<file path="src/hw/adc_mode_consts.svh">
`ifndef ADC_MODE_CONSTS_SVH
`define ADC_MODE_CONSTS_SVH
// mode register layout and reset value
`define MODE_WIDTH 24
`define MODE_RESET_VALUE 24'h080060
`define MODE_SEL_HI 23
`define MODE_SEL_LO 21
`define MODE_STATUS_APPEND 20
`define MODE_CLK_SRC_HI 19
`define MODE_CLK_SRC_LO 18
`define MODE_AVG_HI 17
`define MODE_AVG_LO 16
`define MODE_CUBIC 15
`define MODE_RESERVED 14
`define MODE_PARITY_EN 13
`define MODE_CLK_DIV 12
`define MODE_SINGLE 11
`define MODE_NOTCH60 10
`define MODE_RATE_HI 9
`define MODE_RATE_LO 0
// register select codes
`define RSEL_COMM_STATUS 3'h0
`define RSEL_MODE 3'h1
`define RSEL_DATA 3'h3
// command byte fields
`define CMD_WEN_BIT 7
`define CMD_READ_BIT 6
`define CMD_RSEL_HI 5
`define CMD_RSEL_LO 3
// status byte fields
`define STAT_NOT_READY 7
`define STAT_ERROR 6
`define STAT_PARITY 4
`define STAT_RESET_VALUE 8'h80
// clock source encodings
`define CLKSRC_CRYSTAL 2'h0
`define CLKSRC_EXTERNAL 2'h1
`define CLKSRC_INT_TRISTATE 2'h2
`define CLKSRC_INT_DRIVEN 2'h3
// frame lengths in serial clocks
`define CMD_BITS 6'h08
`define MODE_BITS 6'h18
`define DATA_BITS 6'h18
`define DATA_STAT_BITS 6'h20
`define STAT_BITS 6'h08
`endif

</file>
<file path="src/hw/adc_mode_pkg.sv">
package adc_mode_pkg;
  // serial port phases
  typedef enum logic [1:0] {
    PH_COMMAND,
    PH_WRITE_MODE,
    PH_READ_OUT
  } ser_phase_type;
  typedef logic [23:0] mode_word_type;
endpackage : adc_mode_pkg

</file>
<file path="src/hw/serial_edge_detect.sv">
`timescale 1ns/1ps
`default_nettype none
module serial_edge_detect (
  // clock and reset
  input wire logic clk_i,
  input wire logic reset_i,
  // serial clock in
  input wire logic sclk_i,
  // edge strobes
  output logic rise_o,
  output logic fall_o
);
  logic prev_q;

  // idle level is high so reset does not fake a rising edge
  always_ff @(posedge clk_i) begin
    if (reset_i) begin
      prev_q <= 1'b1;
    end else begin
      prev_q <= sclk_i;
    end
  end

  // one-cycle strobes per edge
  assign rise_o = sclk_i & ~prev_q;
  assign fall_o = ~sclk_i & prev_q;
endmodule : serial_edge_detect
`default_nettype wire

</file>
<file path="src/hw/adc_mode_control.sv">
`timescale 1ns/1ps
`default_nettype none
`include "adc_mode_consts.svh"
// Operation
// - A 24-bit mode register is writable and readable when the select code is 001.
// - Reset loads the mode register with 0x080060.
// - Bits are numbered 0 to 23 and bit 23 travels first on the serial line both ways.
// - Every completed mode write resets modulator and filter and sets the not-ready flag.
// - The mode register steers operating mode, output data rate and clock source.
// - Bits 23 to 21 pick the operating mode.
// - With bit 20 set, the status byte follows the result on every data read.
// - Bits 19 and 18 pick the internal oscillator or an outside clock.
// - Clock source 00 crystal, 01 outside clock on pin b, 10 internal with pin b off, 11 internal out on pin b.
// - With append on, a data read is 24 result bits then 8 status bits, 32 in all.
// - Not-ready clears on a new result and sets after that result is read.
module adc_mode_control (
  // clock and reset
  input wire logic clk_i,
  input wire logic reset_i,
  // serial register port
  input wire logic cs_n_i,
  input wire logic sclk_i,
  input wire logic din_i,
  output logic dout_o,
  // conversion results
  input wire logic result_valid_i,
  input wire logic [23:0] result_i,
  input wire logic [3:0] result_channel_i,
  input wire logic result_error_i,
  // internal oscillator and pin b
  input wire logic int_osc_i,
  output logic master_clock_pin_b_o,
  output logic master_clock_pin_b_oe_o,
  // mode outputs
  output adc_mode_pkg::mode_word_type mode_o,
  output logic use_internal_clock_o,
  output logic filter_reset_o,
  output logic not_ready_o
);
  import adc_mode_pkg::*;

  // ----------------------------------------
  // serial edges and state
  // ----------------------------------------
  logic sclk_rise, sclk_fall;
  ser_phase_type phase_q;
  logic [5:0] bit_cnt_q, len_q;
  logic [23:0] in_sr_q;
  logic [31:0] out_sr_q;
  logic dout_q, data_read_q;
  mode_word_type mode_q;
  logic [23:0] data_q;
  logic [7:0] status_q;
  logic filter_reset_q, pin_b_q, pin_b_oe_q, int_clk_q;

  serial_edge_detect u_edge (
    .clk_i(clk_i),
    .reset_i(reset_i),
    .sclk_i(sclk_i),
    .rise_o(sclk_rise),
    .fall_o(sclk_fall)
  );

  // ----------------------------------------
  // decode
  // ----------------------------------------
  wire active = ~cs_n_i;
  wire bit_in = active & sclk_rise;
  wire [7:0] cmd_byte = {in_sr_q[6:0], din_i};
  wire frame_last = bit_in & (bit_cnt_q == len_q - 6'h01);
  wire cmd_done = frame_last & (phase_q == PH_COMMAND) & ~cmd_byte[`CMD_WEN_BIT];
  wire [2:0] cmd_sel = cmd_byte[`CMD_RSEL_HI:`CMD_RSEL_LO];
  wire cmd_read = cmd_byte[`CMD_READ_BIT];
  wire start_mode_wr = cmd_done & ~cmd_read & (cmd_sel == `RSEL_MODE);
  wire start_mode_rd = cmd_done & cmd_read & (cmd_sel == `RSEL_MODE);
  wire start_data_rd = cmd_done & cmd_read & (cmd_sel == `RSEL_DATA);
  wire start_stat_rd = cmd_done & cmd_read & (cmd_sel == `RSEL_COMM_STATUS);
  wire append_on = mode_q[`MODE_STATUS_APPEND];
  wire mode_wr_done = frame_last & (phase_q == PH_WRITE_MODE);
  wire data_rd_done = frame_last & (phase_q == PH_READ_OUT) & data_read_q;
  wire [23:0] mode_wr_value = {in_sr_q[22:0], din_i};
  // bit 14 always stores zero whatever is written
  wire [23:0] mode_next = mode_wr_value & ~(24'h000001 << `MODE_RESERVED);
  wire [1:0] clk_src = mode_q[`MODE_CLK_SRC_HI:`MODE_CLK_SRC_LO];
  wire parity_en = mode_q[`MODE_PARITY_EN];
  // status byte: not-ready, error, no reference (absent here), parity, channel
  wire [7:0] status_next = {1'b0, result_error_i, 1'b0, parity_en & (^result_i), result_channel_i};
  wire rdy_set = mode_wr_done | data_rd_done;
  wire [5:0] data_len = append_on ? `DATA_STAT_BITS : `DATA_BITS;

  // ----------------------------------------
  // frame sequencing
  // ----------------------------------------
  // deselect aborts any frame, so a half-shifted write never lands
  always_ff @(posedge clk_i) begin
    if (reset_i || cs_n_i) begin
      phase_q <= PH_COMMAND;
      bit_cnt_q <= 6'h00;
      len_q <= `CMD_BITS;
      data_read_q <= 1'b0;
    end else if (bit_in) begin
      bit_cnt_q <= frame_last ? 6'h00 : bit_cnt_q + 6'h01;
      if (start_mode_wr) begin
        phase_q <= PH_WRITE_MODE;
        len_q <= `MODE_BITS;
      end else if (start_mode_rd || start_stat_rd || start_data_rd) begin
        phase_q <= PH_READ_OUT;
        len_q <= start_mode_rd ? `MODE_BITS : (start_stat_rd ? `STAT_BITS : data_len);
        data_read_q <= start_data_rd;
      end else if (frame_last) begin
        phase_q <= PH_COMMAND;
        len_q <= `CMD_BITS;
        data_read_q <= 1'b0;
      end
    end
  end

  // input shifter, msb first
  always_ff @(posedge clk_i) begin
    if (reset_i) begin
      in_sr_q <= 24'h000000;
    end else if (bit_in) begin
      in_sr_q <= mode_wr_value;
    end
  end

  // output shifter: loaded after the command, shifted on falling edges
  always_ff @(posedge clk_i) begin
    if (reset_i || cs_n_i) begin
      out_sr_q <= 32'h00000000;
    end else if (start_mode_rd) begin
      out_sr_q <= {mode_q, 8'h00};
    end else if (start_stat_rd) begin
      out_sr_q <= {status_q, 24'h000000};
    end else if (start_data_rd) begin
      out_sr_q <= {data_q, status_q};
    end else if (sclk_fall && phase_q == PH_READ_OUT) begin
      out_sr_q <= {out_sr_q[30:0], 1'b0};
    end
  end

  // data out changes on falling edges so the host samples a settled bit
  always_ff @(posedge clk_i) begin
    if (reset_i) begin
      dout_q <= 1'b1;
    end else if (sclk_fall) begin
      dout_q <= (phase_q == PH_READ_OUT) ? out_sr_q[31] : status_q[`STAT_NOT_READY];
    end
  end

  // ----------------------------------------
  // mode register and filter restart
  // ----------------------------------------
  always_ff @(posedge clk_i) begin
    if (reset_i) begin
      mode_q <= `MODE_RESET_VALUE;
      filter_reset_q <= 1'b0;
    end else begin
      filter_reset_q <= mode_wr_done;
      if (mode_wr_done) begin
        mode_q <= mode_next;
      end
    end
  end

  // ----------------------------------------
  // data and status registers
  // ----------------------------------------
  // a restart or a finished read in the same cycle as a new result wins: flag stays set
  always_ff @(posedge clk_i) begin
    if (reset_i) begin
      data_q <= 24'h000000;
      status_q <= `STAT_RESET_VALUE;
    end else begin
      if (result_valid_i) begin
        data_q <= result_i;
        status_q[6:0] <= status_next[6:0];
      end
      if (rdy_set) begin
        status_q[`STAT_NOT_READY] <= 1'b1;
      end else if (result_valid_i) begin
        status_q[`STAT_NOT_READY] <= 1'b0;
      end
    end
  end

  // ----------------------------------------
  // clock source pin
  // ----------------------------------------
  // pin b driven only when the internal clock is sent out
  always_ff @(posedge clk_i) begin
    if (reset_i) begin
      pin_b_q <= 1'b0;
      pin_b_oe_q <= 1'b0;
      int_clk_q <= 1'b1;
    end else begin
      pin_b_oe_q <= (clk_src == `CLKSRC_INT_DRIVEN);
      pin_b_q <= (clk_src == `CLKSRC_INT_DRIVEN) & int_osc_i;
      int_clk_q <= clk_src[1];
    end
  end

  assign dout_o = dout_q;
  assign mode_o = mode_q;
  assign filter_reset_o = filter_reset_q;
  assign not_ready_o = status_q[`STAT_NOT_READY];
  assign master_clock_pin_b_o = pin_b_q;
  assign master_clock_pin_b_oe_o = pin_b_oe_q;
  assign use_internal_clock_o = int_clk_q;
endmodule : adc_mode_control
`default_nettype wire

</file>
<file path="config.mk">
export PLATFORM = sky130hd
export DESIGN_NAME = adc_mode_control
export DESIGN_NICKNAME = d
export VERILOG_FILES = /design/src/hw/adc_mode_pkg.sv /design/src/hw/serial_edge_detect.sv /design/src/hw/adc_mode_control.sv
export VERILOG_INCLUDE_DIRS = /design/src /design/src/hw
export SDC_FILE = /design/constraint.sdc
export NUM_CORES = 1
export LEC_CHECK = 0
export ABC_AREA = 1
export BUFFER_PORTS_ARGS = -buffer_cell sky130_fd_sc_hd__buf_4
export CELL_PAD_IN_SITES_DETAIL_PLACEMENT = 0
export CELL_PAD_IN_SITES_GLOBAL_PLACEMENT = 1
export CORE_MARGIN = 5
export CORE_UTILIZATION = 42
export CTS_CLUSTER_SIZE = 8
export DETAILED_ROUTE_END_ITERATION = 7
export PLACE_DENSITY = 0.78
export SYNTH_ARGS = -nofsm -noshare
export SYNTH_HDL_FRONTEND = slang
export SYNTH_SLANG_ARGS = --single-unit
</file>
<file path="constraint.sdc">
create_clock -name clk_i -period 2.88 [get_ports clk_i]
set_clock_uncertainty 0.2 [all_clocks]
set_input_delay 0.432 -clock clk_i [delete_from_list [all_inputs] [get_ports clk_i]]
set_output_delay 0.432 -clock clk_i [all_outputs]
set_load 0.05 [all_outputs]
</file>
# ---- Word-level counts from Yosys, hierarchy flattened
# Cells that the tools add are included.
dict set report classes {
  addsub 2
  eq_ne 6
  muxes 17
  n_bitwise 24
  reduce_logical 15
}
# cell count
set op_table {}
lappend op_table {{32-bit 2-to-1 mux} 4}
lappend op_table {{6-bit 2-to-1 mux} 7}
lappend op_table {{24-bit XOR reduction} 1}
lappend op_table {{1-bit bitwise AND} 17}
lappend op_table {{6-bit by 1-bit adder with 6-bit output (second input constant)} 1}
lappend op_table {{6-bit == test} 1}
lappend op_table {{2-bit 2-to-1 mux} 3}
lappend op_table {{1-bit NOT} 6}
lappend op_table {{6-bit by 1-bit subtractor with 6-bit output (second input constant)} 1}
lappend op_table {{2-bit == test (second input constant)} 2}
lappend op_table {{2-bit nonzero test} 2}
lappend op_table {{4-bit nonzero test} 1}
lappend op_table {{3-bit by 1-bit == test with 1-bit output (second input constant)} 1}
lappend op_table {{3-bit by 2-bit == test with 1-bit output (second input constant)} 1}
lappend op_table {{3-bit zero test} 1}
lappend op_table {{1-bit logical OR} 3}
lappend op_table {{1-bit 2-to-1 mux} 3}
lappend op_table {{3-bit AND reduction} 1}
lappend op_table {{3-bit nonzero test} 1}
lappend op_table {{3-bit OR reduction} 1}
lappend op_table {{2-bit by 1-bit == test with 1-bit output (second input constant)} 1}
lappend op_table {{2-bit zero test} 1}
lappend op_table {{2-bit AND reduction} 1}
lappend op_table {{2-bit OR reduction} 1}
lappend op_table {{2 further kinds} 2}
dict set report word_totals {
  regBits 130
  input_bits 36
  out_inout_bits 30
  word_cells 81
}

# ---- Logic depth before layout (Yosys ltp)
dict set report depth {
  ltp_word 12
  ltp_mapped 16
  ltp_nobuf 15
}

# ---- By module
# From an unflattened synthesis, not the netlist that was laid out.
dict set report unflattened {
  hier_cells 893
  area_unflattened_um2 6004.5
}
# module instances cells_per_inst area_per_inst_um2 seq_area_each_um2
set modules_own_cells {}
lappend modules_own_cells {adc_mode_control 1 886 5962.0 2522.4}
lappend modules_own_cells {serial_edge_detect 1 7 42.5 20.0}

# ---- Worst setup path before layout
# Ideal clock, no wire load.
dict set report synth_path {
  path_kind {flip-flop to flip-flop}
  from {reg len_q[3]}
  to {reg out_sr_q[15]}
  setup_ns 0.118
  t_arrival_ns 1.761
  required_ns 2.562
  path_slack_ns 0.801
  path_stages_with_launch 14
  n_path_buf 1
  period_less_slack_ns 2.079
  path_cell_list {dfxtp_1 -> inv_1 -> ha_1 -> nand2_1 -> inv_1 -> nor2_1 -> nand2_1 -> nor2_2 -> nand3_2 -> nor2_4 -> o21ai_2 -> buf_2 -> a21oi_1 -> a21oi_1}
}
dict set report synth_via {
  elab_chain_cells 10
  elab_cells_between_ends 13
  classes_between {add/sub (1); eq/ne (1); mux (3); bitwise (7); reduce/logical (1)}
}
# element line
set synth_lines {}
lappend synth_lines {{from (decl)} adc_mode_control.sv:47} ;# logic [5:0] bit_cnt_q, len_q;
lappend synth_lines {{from (signal assigned)} adc_mode_control.sv:99} ;# len_q <= `CMD_BITS;
lappend synth_lines {{from (signal assigned)} adc_mode_control.sv:105} ;# len_q <= `MODE_BITS;
lappend synth_lines {{from (signal assigned)} adc_mode_control.sv:108} ;# len_q <= start_mode_rd ? `MODE_BITS : (start_stat_rd ? `STAT_BITS : data_len);
lappend synth_lines {{6-bit by 1-bit subtractor with 6-bit output *} adc_mode_control.sv:70} ;# wire frame_last = bit_in & (bit_cnt_q == len_q - 6'h01);
lappend synth_lines {{6-bit == test *} adc_mode_control.sv:70}
lappend synth_lines {{1-bit bitwise AND *} adc_mode_control.sv:70}
lappend synth_lines {{1-bit bitwise AND * (2 in a row)} adc_mode_control.sv:71} ;# wire cmd_done = frame_last & (phase_q == PH_COMMAND) & ~cmd_byte[`CMD_WEN_BIT];
lappend synth_lines {{1-bit bitwise AND *} {adc_mode_control.sv:75, adc_mode_control.sv:76, adc_mode_control.sv:77}}
lappend synth_lines {{1-bit bitwise AND} adc_mode_control.sv:76} ;# wire start_data_rd = cmd_done & cmd_read & (cmd_sel == `RSEL_DATA);
lappend synth_lines {{32-bit 2-to-1 mux} adc_mode_control.sv:135} ;# end else if (start_data_rd) begin
lappend synth_lines {{32-bit 2-to-1 mux} adc_mode_control.sv:133} ;# end else if (start_stat_rd) begin
lappend synth_lines {{32-bit 2-to-1 mux} adc_mode_control.sv:131} ;# end else if (start_mode_rd) begin
lappend synth_lines {{to (signal assigned)} adc_mode_control.sv:132} ;# out_sr_q <= {mode_q, 8'h00};
lappend synth_lines {{to (signal assigned)} adc_mode_control.sv:134} ;# out_sr_q <= {status_q, 24'h000000};
lappend synth_lines {{to (signal assigned)} adc_mode_control.sv:136} ;# out_sr_q <= {data_q, status_q};
lappend synth_lines {{to (decl)} adc_mode_control.sv:49} ;# logic [31:0] out_sr_q;
# Every way passes the cells marked *; elsewhere a longest branch is shown, timed or not.
# A chain may end at the register's enable or synchronous reset.

# ---- Final worst setup path
dict set report layout_path {
  from {reg len_q[3]}
  to {reg out_sr_q[28]}
}
# Same word-level chain as after synthesis.

==> reports/results.tsv <==
metric	value	unit
Ports	66	
Die H	130	um
Final Cycle Share	0.905	
met3 GRT Util	0.0467	
setup TNS	0	ns
leakage	3.10	nW
Core ar.	0.0140	sq mm
Distinct cells, synth	36	
initial antenna violation count	0	
Sw Share	0.234	
Syn Std Cell Area	0.00603	sq mm
dpl hpwl	11400	um
post-CTS sizing	0	
Routed Antenna Nets	0	
Comb pwr share	0.072	
Startpoint Class	register	
Seq/Total Area, Yosys	0.422	
Synth area leader	dfxtp_1	
CTS max path bufs	2	
IO buf count	64	
H-tree Lvls	4	
worst-margin pin slew	0.709	ns
min-delay worst type	input port to register	
dpl ws	0.318	ns
Max Cap Viol	0	
share of cells above drive strength 1	0.138	
number of DRC markers in iteration 0	316	
Post-Route WL	15700	um
DR vias	5436	
Root Driver	clkbuf_16	
Syn Inst Count	853	
top cells by count, synth	nand2_1, dfxtp_1, inv_1, a21oi_1, nor2_1	
asr flop ratio synth	0	
CP Class	register to register	
latest clock arrival within the worst-skew pair	0.42	ns
Post-synth top flop	dfxtp_1	
sequential power share	0.437	
CTS tree	done	
largest net degree at the start of global routing	55	
final worst path period need	2.61	ns
Post-synth EDFFs	0	
CTS Hold Bufs	0	
total power	4.17	mW
Switch Pwr	0.974	mW
most frequent cell after synthesis	nand2_1	
internal power	3.19	mW
cts bufs inserted	17	
WP data required	2.99	ns
Synth area leaders	dfxtp_1, nand2_1, a21oi_1, inv_1, o21ai_0	
# setup viols final	0	
Final Slew Violations	0	
Starting Density	0.431	
PD cells	583	mW/mm^2
most crowded layer after global routing	met2	
syn_nets	891	
Post-DP Area	0.00659	sq mm
ant diodes	0	
vias per inst	4.95	
Rows	43	
clock share of power	0.491	
DRC Markers	0	
GR Util met1	0.249	
routing usage on met2	0.328	
YS warnings	0	
worst setup margin	0.273	ns
peak supply drop	0.403	mV
gr usage total	0.195	
clock sinks	127	
WL per Instance	14.3	um
vias in the first global route	5362	
max frequency	384	MHz
remaining global-route overflow	0	
RSZ-0062 raised after global routing	false	
final non-filler cell area	0.00715	sq mm
syn_area_per_cell	7.06	sq um
Placer Congestion	0.847	
CP Capture Type	register	
Die Area	0.0168	sq mm
die width	130	um
P&R area growth vs syn	18.6	%
status	completed	
global-route wire length before repair	26000	um
Worst Path Arrival	2.72	ns
Nets	944	
setup slack, reg-to-reg	0.27	ns
CP Max Fanout	24	
Synth top area share	0.422	
Hold Vio Cnt, Final	0	
worst rel slew slack	0.527	
Yosys reg bits	127	
First-pass DRT Iterations	7	
Clock Pin Slew Worst Setup and Hold Paths	0.05	ns
# Post-CTS Setup Buffers	0	
[registers in the layout, summed over array words and instances (netlist names)]
name and flops:
dout_o 1, u_edge.prev_q 1, status_q 7, data_read_q 1, bit_cnt_q 6, master_clock_pin_b_oe_o 1
filter_reset_o 1, len_q 3, use_internal_clock_o 1, master_clock_pin_b_o 1, in_sr_q 23, phase_q 2
data_q 24, mode_o 23, out_sr_q 32
[metrics by stage]
step,utilization,instances,hold WS [ns]
2_1_floorplan,-,853,0.230
3_3_place_gp,0.471,1067,0.244
3_5_place_dp,0.471,1067,0.249
4_1_cts,0.511,1098,0.0159
5_1_grt,0.511,1098,0.0245
6_report,0.511,1098,0.0248
[layout by cell type (no fill, tap or decap), types with 2 or more instances in the layout]
cell type / instances
nand2_1: 182
dfxtp_1: 127
inv_1: 117
a21oi_1: 100
buf_4: 74
nor2_1: 70
o21ai_0: 59
nand3_1: 35
nand3b_1: 23
o21ai_1: 21
o22ai_1: 19
clkbuf_16: 17
xnor2_1: 10
xor2_1: 9
clkinv_1: 5
inv_2: 5
clkinvlp_4: 5
nand2_2: 4
nor2_4: 4
clkinv_2: 4
nand3_2: 3
a22oi_1: 3
nor3_4: 2
nand4_4: 2
nor3_1: 2
ha_1: 2
bufinv_16: 2
clkbuf_1: 2
[cell families after synthesis]
logic type	Yosys count	synth area share
AO/OA/AOI/OAI	205	0.177
adder cells (fa/ha/maj)	2	0.00415
flip-flops	127	0.422
XOR/XNOR	19	0.0276
other	1	0.000622
AND/OR/NAND/NOR	332	0.253
buffers and inverters	167	0.116
[critical path, cell delays in order, from the launching register on]
cell     delay (ns)
dfxtp_1        0.34
inv_1          0.06
ha_1           0.32
nand2_1        0.10
inv_1          0.04
nor2_1         0.08
nand2_1        0.06
nor2_2         0.10
nand3_2        0.10
nor2_4         0.21
o21ai_2        0.26
buf_4          0.32
nand2_2        0.11
nand3_1        0.08
nand2_1        0.07
inv_1          0.04
[layout make-up]
class,count,area [sq um]
sequential,127,2540
multi-input combinational,559,2790
timing repair buffer,74,556
tap,180,225
clock buffer,20,447
inverter,127,477
clock inverter,11,118
fill,1421,6840
[metal layers]
| layer | wire length [um] | vias up | part of all wire |
|---|---|---|---|
| met5 | 0 | - | 0 |
| met4 | 190 | 0 | 0.012 |
| met3 | 574 | 17 | 0.037 |
| met2 | 7550 | 80 | 0.48 |
| met1 | 7360 | 2506 | 0.47 |
| li1 | - | 2833 | - |
[power groups by stage]
| stage | registers (mW) | logic (mW) | clock network, mW |
|---|---|---|---|
| 6_report | 1.82 | 0.301 | 2.05 |
| 5_1_grt | 1.82 | 0.341 | 2.16 |
| 4_1_cts | 1.82 | 0.305 | 2.08 |
| 3_5_place_dp | 1.86 | 0.304 | 0 |
| 3_3_place_gp | 1.86 | 0.294 | 0 |
| 2_1_floorplan | 1.86 | 0.189 | 0 |
[worst paths after layout]
path          startpoint              endpoint  depth (start not counted)
max             len_q[3]          out_sr_q[28]                         15
min            int_osc_i  master_clock_pin_b_o                          2
max reg2reg     len_q[3]          out_sr_q[28]                         15
min reg2reg  in_sr_q[22]           in_sr_q[22]                          2
Power figures use the tool's default switching activity.
